[config.mk]
export PLATFORM = sky130hd
export DESIGN_NAME = boundary_scan_test_port
export DESIGN_NICKNAME = d
export VERILOG_FILES = /design/src/core/boundary_scan_test_port.v /design/src/core/stream_fifo.v
export VERILOG_INCLUDE_DIRS = /design/src /design/src/core
export SDC_FILE = /design/constraint.sdc
export NUM_CORES = 2
export LEC_CHECK = 0
export ABC_AREA = 1
export BUFFER_PORTS_ARGS = -buffer_cell sky130_fd_sc_hd__buf_2
export CORE_AREA = 2 2 421 423
export CTS_CLUSTER_DIAMETER = 50
export DETAILED_ROUTE_END_ITERATION = 16
export DIE_AREA = 0 0 423 425
export HOLD_SLACK_MARGIN = 0.15
export PLACE_DENSITY_LB_ADDON = 0.25
export SLEW_MARGIN = 10
export SYNTH_ARGS = -nofsm -noshare
export SYNTH_HDL_FRONTEND = slang
export SYNTH_SLANG_ARGS = --single-unit
[constraint.sdc]
create_clock -name clk -period 5 [get_ports clk]
set_input_delay 0.75 -clock clk [delete_from_list [all_inputs] [get_ports clk]]
set_output_delay 0.75 -clock clk [all_outputs]
set_load 0.1 [all_outputs]
[src/core/scan_port_consts.vh]
// Purpose: constants for the boundary-scan test port
// Assumes: included by bare name
// Notes: opcodes are ten bits; all-ones is bypass
`ifndef SCAN_PORT_CONSTS_VH
`define SCAN_PORT_CONSTS_VH
`define IR_LEN 10
`define BSR_LEN 504
`define IDREG_LEN 32
`define USIG_LEN 16
`define OP_EXTEST 10'h000
`define OP_SAMPLE 10'h055
`define OP_IDCODE 10'h059
`define OP_USIG 10'h079
`define OP_ISP_ENABLE 10'h2CC
`define OP_ISP_PROGRAM 10'h2F4
`define OP_ISP_ERASE 10'h2F2
`define OP_ISP_READ 10'h205
`define OP_ISP_SECURE 10'h2F9
`define OP_ISP_DISABLE 10'h201
`define OP_BYPASS 10'h3FF
`define IR_CAPTURE 10'h001
`define ISP_DATA_LEN 16
`define ID_VERSION 4'h1
`define ID_PART 16'h5A5A
`define ID_MAKER 11'h2AA
`define ST_RESET 4'h0
`define ST_IDLE 4'h1
`define ST_SEL_DR 4'h2
`define ST_CAP_DR 4'h3
`define ST_SH_DR 4'h4
`define ST_EX1_DR 4'h5
`define ST_PAU_DR 4'h6
`define ST_EX2_DR 4'h7
`define ST_UPD_DR 4'h8
`define ST_SEL_IR 4'h9
`define ST_CAP_IR 4'hA
`define ST_SH_IR 4'hB
`define ST_EX1_IR 4'hC
`define ST_PAU_IR 4'hD
`define ST_EX2_IR 4'hE
`define ST_UPD_IR 4'hF
`endif

[src/core/boundary_scan_test_port.v]
// Purpose: boundary-scan test access port with programming instructions
// Assumes: tck, tms, tdi, trst-free; tck is sampled and its edges found on clk
// Notes: programming words leave through a FIFO; a word that finds it full waits and is lost if the next word finishes first
// Operation
// Sample/preload captures live pin values into boundary register.
// Sample/preload update loads pattern into update stage.
// External test drives update stage to pins, captures input pins.
// Bypass routes TDI to TDO through one stage.
// Identification instruction puts identification register between TDI and TDO.
// Identification is version, part number, maker field, fixed bit.
// Identification least significant bit always reads one.
// User-signature instruction shifts the signature register out.
// User signature register is sixteen bits.
// Instruction register is ten bits long.
// Boundary register length set by density, 504 to 648.
// Unused scan port pins serve as ordinary user pins.
// Programming instructions accepted through the same port.
// Security bit set blocks readback of configuration.
// Security bit clears only by full erase; srst also clears it here.
// User pins tri-stated while programming is in progress.
// Sixteen-state controller; sample rising, TDO changes falling.
// All-ones and unsupported opcodes select bypass.
`timescale 1ns/1ps
`include "scan_port_consts.vh"
module boundary_scan_test_port #(
  parameter BSR_LEN = `BSR_LEN,
  parameter HAS_IDCODE = 1,
  parameter HAS_USIG = 1,
  parameter [3:0] ID_VERSION = `ID_VERSION,
  parameter [15:0] ID_PART = `ID_PART,
  parameter [10:0] ID_MAKER = `ID_MAKER,
  parameter CELLS = BSR_LEN / 3
) (
  // Clock and reset
  input wire clk,
  input wire srst,
  // Scan pins
  input wire tck,
  input wire tms,
  input wire tdi,
  output reg tdo,
  output reg tdo_oe,
  // Port use select and user-pin alternative
  input wire scan_enable,
  output reg [3:0] scan_pins_user,
  input wire [3:0] user_scan_pin_in,
  // Core side of user pins
  input wire [CELLS-1:0] core_out,
  input wire [CELLS-1:0] core_oe,
  output reg [CELLS-1:0] core_in,
  // Device pins
  input wire [CELLS-1:0] pin_in,
  output reg [CELLS-1:0] pin_out,
  output reg [CELLS-1:0] pin_oe,
  // Configuration memory
  input wire [15:0] user_signature,
  input wire [15:0] nvm_read_data,
  output reg [15:0] nvm_word,
  output reg nvm_word_valid,
  input wire nvm_ready,
  output reg nvm_erase,
  output reg security_bit,
  output reg in_system_programming
);
  reg [2:0] tck_s;
  reg [1:0] tms_s;
  reg [1:0] tdi_s;
  reg [1:0] en_s;
  reg [3:0] user_s1;
  reg [3:0] user_s2;
  reg [CELLS-1:0] pin_s1;
  reg [CELLS-1:0] pin_s2;
  reg [3:0] state;
  reg [3:0] next_state;
  reg [`IR_LEN-1:0] ir_shift;
  reg [`IR_LEN-1:0] ir;
  reg [BSR_LEN-1:0] bsr;
  reg [BSR_LEN-1:0] bsr_upd;
  reg [31:0] id_shift;
  reg [15:0] sig_shift;
  reg [15:0] isp_shift;
  reg [3:0] isp_cnt;
  reg bypass_bit;
  reg tdo_next;
  reg fifo_valid;
  reg [15:0] fifo_data;
  wire fifo_ready;
  wire fifo_out_valid;
  wire [15:0] fifo_out;
  wire rise = tck_s[1] & ~tck_s[2];
  wire fall = ~tck_s[1] & tck_s[2];
  wire tms_i = tms_s[1];
  wire tdi_i = tdi_s[1];
  // unknown to bypass
  wire op_extest = (ir == `OP_EXTEST);
  wire op_sample = (ir == `OP_SAMPLE);
  wire op_id = (ir == `OP_IDCODE) && (HAS_IDCODE != 0);
  wire op_sig = (ir == `OP_USIG) && (HAS_USIG != 0);
  wire op_prog = (ir == `OP_ISP_PROGRAM);
  wire op_read = (ir == `OP_ISP_READ);
  wire op_bypass = !(op_extest | op_sample | op_id | op_sig | op_prog | op_read);
  wire [31:0] id_value = {ID_VERSION, ID_PART, ID_MAKER, 1'b1};
  // Boundary cells in order: input capture, output data, output enable
  reg [BSR_LEN-1:0] cap_vec;
  integer i;
  integer j;
  always @* begin
    cap_vec = {BSR_LEN{1'b0}};
    for (i = 0; i < CELLS; i = i + 1) begin
      cap_vec[3*i] = pin_s2[i];
      cap_vec[3*i+1] = op_extest ? bsr_upd[3*i+1] : core_out[i];
      cap_vec[3*i+2] = op_extest ? bsr_upd[3*i+2] : core_oe[i];
    end
  end
  // controller
  always @* begin
    case (state)
      `ST_RESET: next_state = tms_i ? `ST_RESET : `ST_IDLE;
      `ST_IDLE: next_state = tms_i ? `ST_SEL_DR : `ST_IDLE;
      `ST_SEL_DR: next_state = tms_i ? `ST_SEL_IR : `ST_CAP_DR;
      `ST_CAP_DR: next_state = tms_i ? `ST_EX1_DR : `ST_SH_DR;
      `ST_SH_DR: next_state = tms_i ? `ST_EX1_DR : `ST_SH_DR;
      `ST_EX1_DR: next_state = tms_i ? `ST_UPD_DR : `ST_PAU_DR;
      `ST_PAU_DR: next_state = tms_i ? `ST_EX2_DR : `ST_PAU_DR;
      `ST_EX2_DR: next_state = tms_i ? `ST_UPD_DR : `ST_SH_DR;
      `ST_UPD_DR: next_state = tms_i ? `ST_SEL_DR : `ST_IDLE;
      `ST_SEL_IR: next_state = tms_i ? `ST_RESET : `ST_CAP_IR;
      `ST_CAP_IR: next_state = tms_i ? `ST_EX1_IR : `ST_SH_IR;
      `ST_SH_IR: next_state = tms_i ? `ST_EX1_IR : `ST_SH_IR;
      `ST_EX1_IR: next_state = tms_i ? `ST_UPD_IR : `ST_PAU_IR;
      `ST_PAU_IR: next_state = tms_i ? `ST_EX2_IR : `ST_PAU_IR;
      `ST_EX2_IR: next_state = tms_i ? `ST_UPD_IR : `ST_SH_IR;
      `ST_UPD_IR: next_state = tms_i ? `ST_SEL_DR : `ST_IDLE;
      default: next_state = `ST_RESET;
    endcase
  end
  // serial output select
  always @* begin
    if (state == `ST_SH_IR)
      tdo_next = ir_shift[0];
    else if (op_extest | op_sample)
      tdo_next = bsr[0];
    else if (op_id)
      tdo_next = id_shift[0];
    else if (op_sig)
      tdo_next = sig_shift[0];
    else if (op_read)
      tdo_next = isp_shift[0];
    else
      tdo_next = bypass_bit;
  end
  // The host owns tck, so a detected edge is never skipped;
  // a finished word that meets a full FIFO replaces the pending one
  always @(posedge clk) begin
    if (srst) begin
      tck_s <= 3'h0;
      tms_s <= 2'h3;
      tdi_s <= 2'h0;
      en_s <= 2'h0;
      pin_s1 <= {CELLS{1'b0}};
      pin_s2 <= {CELLS{1'b0}};
      state <= `ST_RESET;
      ir_shift <= {`IR_LEN{1'b0}};
      ir <= `OP_BYPASS;
      bsr <= {BSR_LEN{1'b0}};
      bsr_upd <= {BSR_LEN{1'b0}};
      id_shift <= 32'h0;
      sig_shift <= 16'h0;
      isp_shift <= 16'h0;
      isp_cnt <= 4'h0;
      bypass_bit <= 1'b0;
      tdo <= 1'b0;
      tdo_oe <= 1'b0;
      fifo_valid <= 1'b0;
      fifo_data <= 16'h0;
      nvm_erase <= 1'b0;
      security_bit <= 1'b0;
      in_system_programming <= 1'b0;
    end else begin
      tck_s <= {tck_s[1:0], tck};
      tms_s <= {tms_s[0], tms};
      tdi_s <= {tdi_s[0], tdi};
      en_s <= {en_s[0], scan_enable};
      pin_s1 <= pin_in;
      pin_s2 <= pin_s1;
      nvm_erase <= 1'b0;
      if (fifo_valid && fifo_ready)
        fifo_valid <= 1'b0;
      if (rise && en_s[1]) begin
        state <= next_state;
        case (state)
          `ST_RESET: begin
            ir <= `OP_BYPASS;
            in_system_programming <= 1'b0;
          end
          // ten-bit scan
          `ST_CAP_IR: ir_shift <= `IR_CAPTURE;
          `ST_SH_IR: ir_shift <= {tdi_i, ir_shift[`IR_LEN-1:1]};
          `ST_UPD_IR: begin
            ir <= ir_shift;
            // programming opcodes
            if (ir_shift == `OP_ISP_ENABLE)
              in_system_programming <= 1'b1;
            if (ir_shift == `OP_ISP_DISABLE)
              in_system_programming <= 1'b0;
            if (ir_shift == `OP_ISP_SECURE && in_system_programming)
              security_bit <= 1'b1;
            // erase clears security
            if (ir_shift == `OP_ISP_ERASE && in_system_programming) begin
              security_bit <= 1'b0;
              nvm_erase <= 1'b1;
            end
          end
          `ST_CAP_DR: begin
            // pin capture
            bsr <= cap_vec;
            // identification
            id_shift <= id_value;
            // signature
            sig_shift <= user_signature;
            // readback blocked
            isp_shift <= security_bit ? 16'h0 : nvm_read_data;
            isp_cnt <= 4'h0;
            bypass_bit <= 1'b0;
          end
          `ST_SH_DR: begin
            // boundary length
            if (op_extest | op_sample)
              bsr <= {tdi_i, bsr[BSR_LEN-1:1]};
            if (op_id)
              id_shift <= {tdi_i, id_shift[31:1]};
            if (op_sig)
              sig_shift <= {tdi_i, sig_shift[15:1]};
            if (op_prog | op_read) begin
              isp_shift <= {tdi_i, isp_shift[15:1]};
              isp_cnt <= isp_cnt + 1'b1;
              if (op_prog && in_system_programming && isp_cnt == 4'hF) begin
                fifo_valid <= 1'b1;
                fifo_data <= {tdi_i, isp_shift[15:1]};
              end
            end
            // single stage
            if (op_bypass)
              bypass_bit <= tdi_i;
          end
          // update stage
          `ST_UPD_DR: begin
            if (op_extest | op_sample)
              bsr_upd <= bsr;
          end
          default: begin
          end
        endcase
      end
      // output on falling edge
      if (fall && en_s[1]) begin
        tdo <= tdo_next;
        tdo_oe <= (state == `ST_SH_DR) || (state == `ST_SH_IR);
      end
      if (!en_s[1])
        tdo_oe <= 1'b0;
    end
  end
  // Pin drive: test pattern, tri-state while programming, or core
  always @(posedge clk) begin
    if (srst) begin
      pin_out <= {CELLS{1'b0}};
      pin_oe <= {CELLS{1'b0}};
      core_in <= {CELLS{1'b0}};
      scan_pins_user <= 4'h0;
      user_s1 <= 4'h0;
      user_s2 <= 4'h0;
      nvm_word <= 16'h0;
      nvm_word_valid <= 1'b0;
    end else begin
      core_in <= pin_s2;
      // user pins
      user_s1 <= user_scan_pin_in;
      user_s2 <= user_s1;
      scan_pins_user <= en_s[1] ? 4'h0 : user_s2;
      nvm_word <= fifo_out;
      nvm_word_valid <= fifo_out_valid && nvm_ready;
      for (j = 0; j < CELLS; j = j + 1) begin
        // tri-state
        if (in_system_programming) begin
          pin_out[j] <= 1'b0;
          pin_oe[j] <= 1'b0;
        // drive pattern
        end else if (op_extest) begin
          pin_out[j] <= bsr_upd[3*j+1];
          pin_oe[j] <= bsr_upd[3*j+2];
        end else begin
          pin_out[j] <= core_out[j];
          pin_oe[j] <= core_oe[j];
        end
      end
    end
  end
  stream_fifo #(
    .WIDTH(16),
    .DEPTH(4),
    .AW(2)
  ) u_fifo (
    .clk(clk),
    .srst(srst),
    .in_valid(fifo_valid),
    .in_ready(fifo_ready),
    .in_data(fifo_data),
    .out_valid(fifo_out_valid),
    .out_ready(nvm_ready),
    .out_data(fifo_out)
  );
endmodule

[src/core/stream_fifo.v]
// Purpose: small valid/ready FIFO
// Assumes: single clock, synchronous active-high reset
// Notes: depth is a power of two
`timescale 1ns/1ps
module stream_fifo #(
  parameter WIDTH = 16,
  parameter DEPTH = 4,
  parameter AW = 2
) (
  // Clock and reset
  input wire clk,
  input wire srst,
  // Fill side
  input wire in_valid,
  output wire in_ready,
  input wire [WIDTH-1:0] in_data,
  // Drain side
  output wire out_valid,
  input wire out_ready,
  output wire [WIDTH-1:0] out_data
);
  reg [WIDTH-1:0] mem [0:DEPTH-1];
  reg [AW:0] wr_ptr;
  reg [AW:0] rd_ptr;
  wire full = (wr_ptr[AW] != rd_ptr[AW]) && (wr_ptr[AW-1:0] == rd_ptr[AW-1:0]);
  wire empty = (wr_ptr == rd_ptr);
  assign in_ready = !full;
  assign out_valid = !empty;
  assign out_data = mem[rd_ptr[AW-1:0]];
  always @(posedge clk) begin
    if (srst) begin
      wr_ptr <= {(AW+1){1'b0}};
      rd_ptr <= {(AW+1){1'b0}};
    end else begin
      if (in_valid && !full) begin
        mem[wr_ptr[AW-1:0]] <= in_data;
        wr_ptr <= wr_ptr + 1'b1;
      end
      if (out_ready && !empty)
        rd_ptr <= rd_ptr + 1'b1;
    end
  end
endmodule

==> metrics.cfg <==
[synthesis]
synth_top_cell_area_share_pct = 53.3
async_reset_ff_share_pct = 0
syn_inst = 9117
synth_most_common_cell = nor2_1
ys_ff_latch = 1903
synth_edf_count = 64
synth.distinct_cells = 39
yosysWarnings = 0
syn_nets = 9670
synthTopCellsByCount = 2,419 x nor2_1, 1,839 x dfxtp_1, 1,471 x o21ai_0
synth.top_cells.by_area = dfxtp_1 53%, nor2_1 13%, o21ai_0 11%
avgSynthCellArea_um2 = 7.57
ys_seq_area_share_pct = 56.1
ys.flop_type = dfxtp_1
synth_area_um2 = 69000
synth_largest_area_cell = dfxtp_1

[detailed_routing]
dr.pass1.iters = 6
post-route-drc-count = 0
routed_wl_um = 230000
via_count = 61200
wl_per_cell_um = 18.2
ant_nets = 0
drt_iter0_drc = 4750
post_drt_via_cell_ratio = 4.86

[pwr]
p_leak_nw = 39.6
powerDensity_nw_per_um2 = 414
comb_power_share_pct = 9.3
internal_power_w = 0.0258
peakVddDrop_uv = 305
pwr-share-clk_pct = 45.9
switchingPower_w = 0.00937
sw_frac_of_total_pct = 26.7
power.share.sequential_pct = 44.8

[timing]
period_share_pct = 69.1
maxSlewHeadroom_pct = 4.87
setup_tns_ns = 0
fin_ws_ns = 1.54
worstMarginPinSlew_ns = 1.43
hold_viol_final = 0
rsz0062_at_grt = false
slew_viol_final = 0
skew_ns = 0.0388
final-setup-viol-count = 0
timing.fmax_ghz = 0.289
min_period_ns = 3.46

[worst_setup_path]
crit_path_end = bsr[375]
worstPathRequired_ns = 5.73
crit_path_max_fanout = 178
path_common_cell = nor2_1
critPathSlowestCell = o21ai_0
regToRegSetupSlack_ns = 1.54
crit_path_start = ir[0]
reg2regPathDepth = 11
critical-path-max-stage-delay_ns = 0.52
crit_cells = 11
critPathTopFamily = simple AND/OR/NAND/NOR gates
regToRegStartpoint = ir[0]
start_kind = flop
r2r_end = bsr[375]
cp_num_buf_inv = 2
critPathKind = flop to flop
cp_cell_sequence = nor2_1 > nand3_1 > nor2_1 > nand2_4 > nand2_2 > inv_2 > nand2_2 > nand2_8 > buf_12 > o21ai_0 > nor2_1
worst_ep_arrival_time_ns = 4.19
cp-end-kind = flop

[final_layout]
post-route-util_pct = 48.4
multi_input_area_um2 = 24100
nNetsFinal = 10600
nFillCells = 17200
drive_above_1_share_pct = 15.0
synthToLayoutAreaGrowth_pct = 22.9
seqCellArea_um2 = 38700

[clocking]
ctsHtreeMaxLevel = 4
clock-sinks = 1903
cts_buffers = 209
path_clk_slew_ns = 0.06
post_cts_resize_count = 0
cts_root_buf = clkbuf_16
cts_tree = built
cts_buffer_depth = 3
clk_latency_ns = 0.86

[die]
core_area_um2 = 175000
core.rowCount = 154
initial_core_util_pct = 39.4
dieArea_um2 = 180000
die_h_um = 425
ios = 1077
chipWidth_um = 423

[global_route]
grt.total_usage_pct = 24.5
first_global_vias = 57600
grt_start_max_net_pins = 232
grt_antenna_before_repair = 45
grt_pass1_wl_um = 344000
grt_remaining_overflow = 0

[placement]
dpl.hpwl_um = 152000
port_buffers = 1076
pre_cts_ws_ns = 1.51
gp_congestion = 0.913

[worst_hold_path]
hp-class = input pin to flop

[outcome]
outcome = finished, final reports clean

[run]
cap_violations = 0

[registers in the layout (all words and copies together) (netlist names), 32 cells and up]
register    count
core_in       168
bsr_upd       336
bsr           504
u_fifo.mem     64
pin_oe        168
pin_s2        168
pin_out       168
id_shift       32
pin_s1        168
[cells in the final DEF (no fill, tap or decap), drive strengths merged]
cell type and instances:
a21oi 200, clkbuf 276, inv 957, xor2 2, a22oi 16, nand4 6, bufinv 20, clkinv 65
a41oi 2, dfxtp 1839, clkinvlp 9, a31oi 19, diode 29, nor3 28, o22ai 10, dlygate4sd3 192
edfxtp 64, o21ai 1682, o31ai 1, buf 1145, o211ai 3, or2 3, nand3 19, nor2 2423
a211oi 12, nand2 1230, xnor2 3, o211a 1, nand3b 1, ha 6
[worst reg2reg max path, stage by stage (launching register included)]
cell and delay [ns]:
dfxtp_1 0.32, nor2_1 0.16, nand3_1 0.10, nor2_1 0.17
nand2_4 0.31, nand2_2 0.23, inv_2 0.08, nand2_2 0.11
nand2_8 0.33, buf_12 0.43, o21ai_0 1.05, nor2_1 0.07
[power groups by stage]
stage	registers (W)	logic, W	clock network, W
finish	0.0158	0.00326	0.0161
global placement	0.0161	0.00314	0
global route	0.0158	0.00343	0.0170
detailed placement	0.0161	0.00314	0
floorplan	0.0175	0.000730	0
CTS	0.0158	0.00327	0.0164
[cells by family (layout without fill, tap and decap cells)]
family	count (synthesis)	after routing	synth area share, %
flops	1903	1903	56.1
simple gates	3710	3710	20.4
xor+xnor	5	5	0.0634
compound gates	1946	1946	14.3
fa+ha+maj	6	6	0.109
other cells	0	29	0
buf+inv	1547	2664	9.05
[per-layer routing]
metal	GRT usage [%]	vias to the layer above	wire, um
met5	0	-	14
met4	14.3	2	12600
met3	3.80	454	12200
met2	40.6	1909	111000
met1	30.1	28600	94400
li1	-	30200	-
[what timing repair did]
item,in CTS,in global routing
hold endpoints to repair,192,0
setup buffers,0,0
hold buffers,192,0
setup endpoints to repair,0,0
[how the worst min path moves through the flow]
| stage | from | endpoint | cells after the start |
|---|---|---|---|
| after floorplan | en_s[0] | en_s[1] | 2 |
| after global placement | pin_s1[144] | pin_s2[144] | 2 |
| after detailed placement | pin_s1[126] | pin_s2[126] | 2 |
| after CTS | pin_in[74] | pin_s1[74] | 3 |
| after global routing | pin_in[74] | pin_s1[74] | 3 |
| final | pin_in[74] | pin_s1[74] | 3 |
[per-stage QoR]
step	std cells	area [um^2]	total power, W	hold slack (ns)
after detailed placement	12000	75500	0.0192	0.392
after global placement	12000	75500	0.0192	0.389
after floorplan	9117	69000	0.0183	0.388
after global routing	12600	84900	0.0362	0.179
final	12600	84900	0.0351	0.229
after CTS	12600	84800	0.0354	0.151
[area by class of cell]
class	instances	share of cell area, %
multi-input cells	5667	28.4
clock buffers	276	7.02
diodes	29	0.0855
well taps	2340	3.45
inverters	935	4.16
repair buffers	1337	9.62
clock inverters	116	1.63
flip-flops and latches	1903	45.6
(Power assumes the default switching activity.)
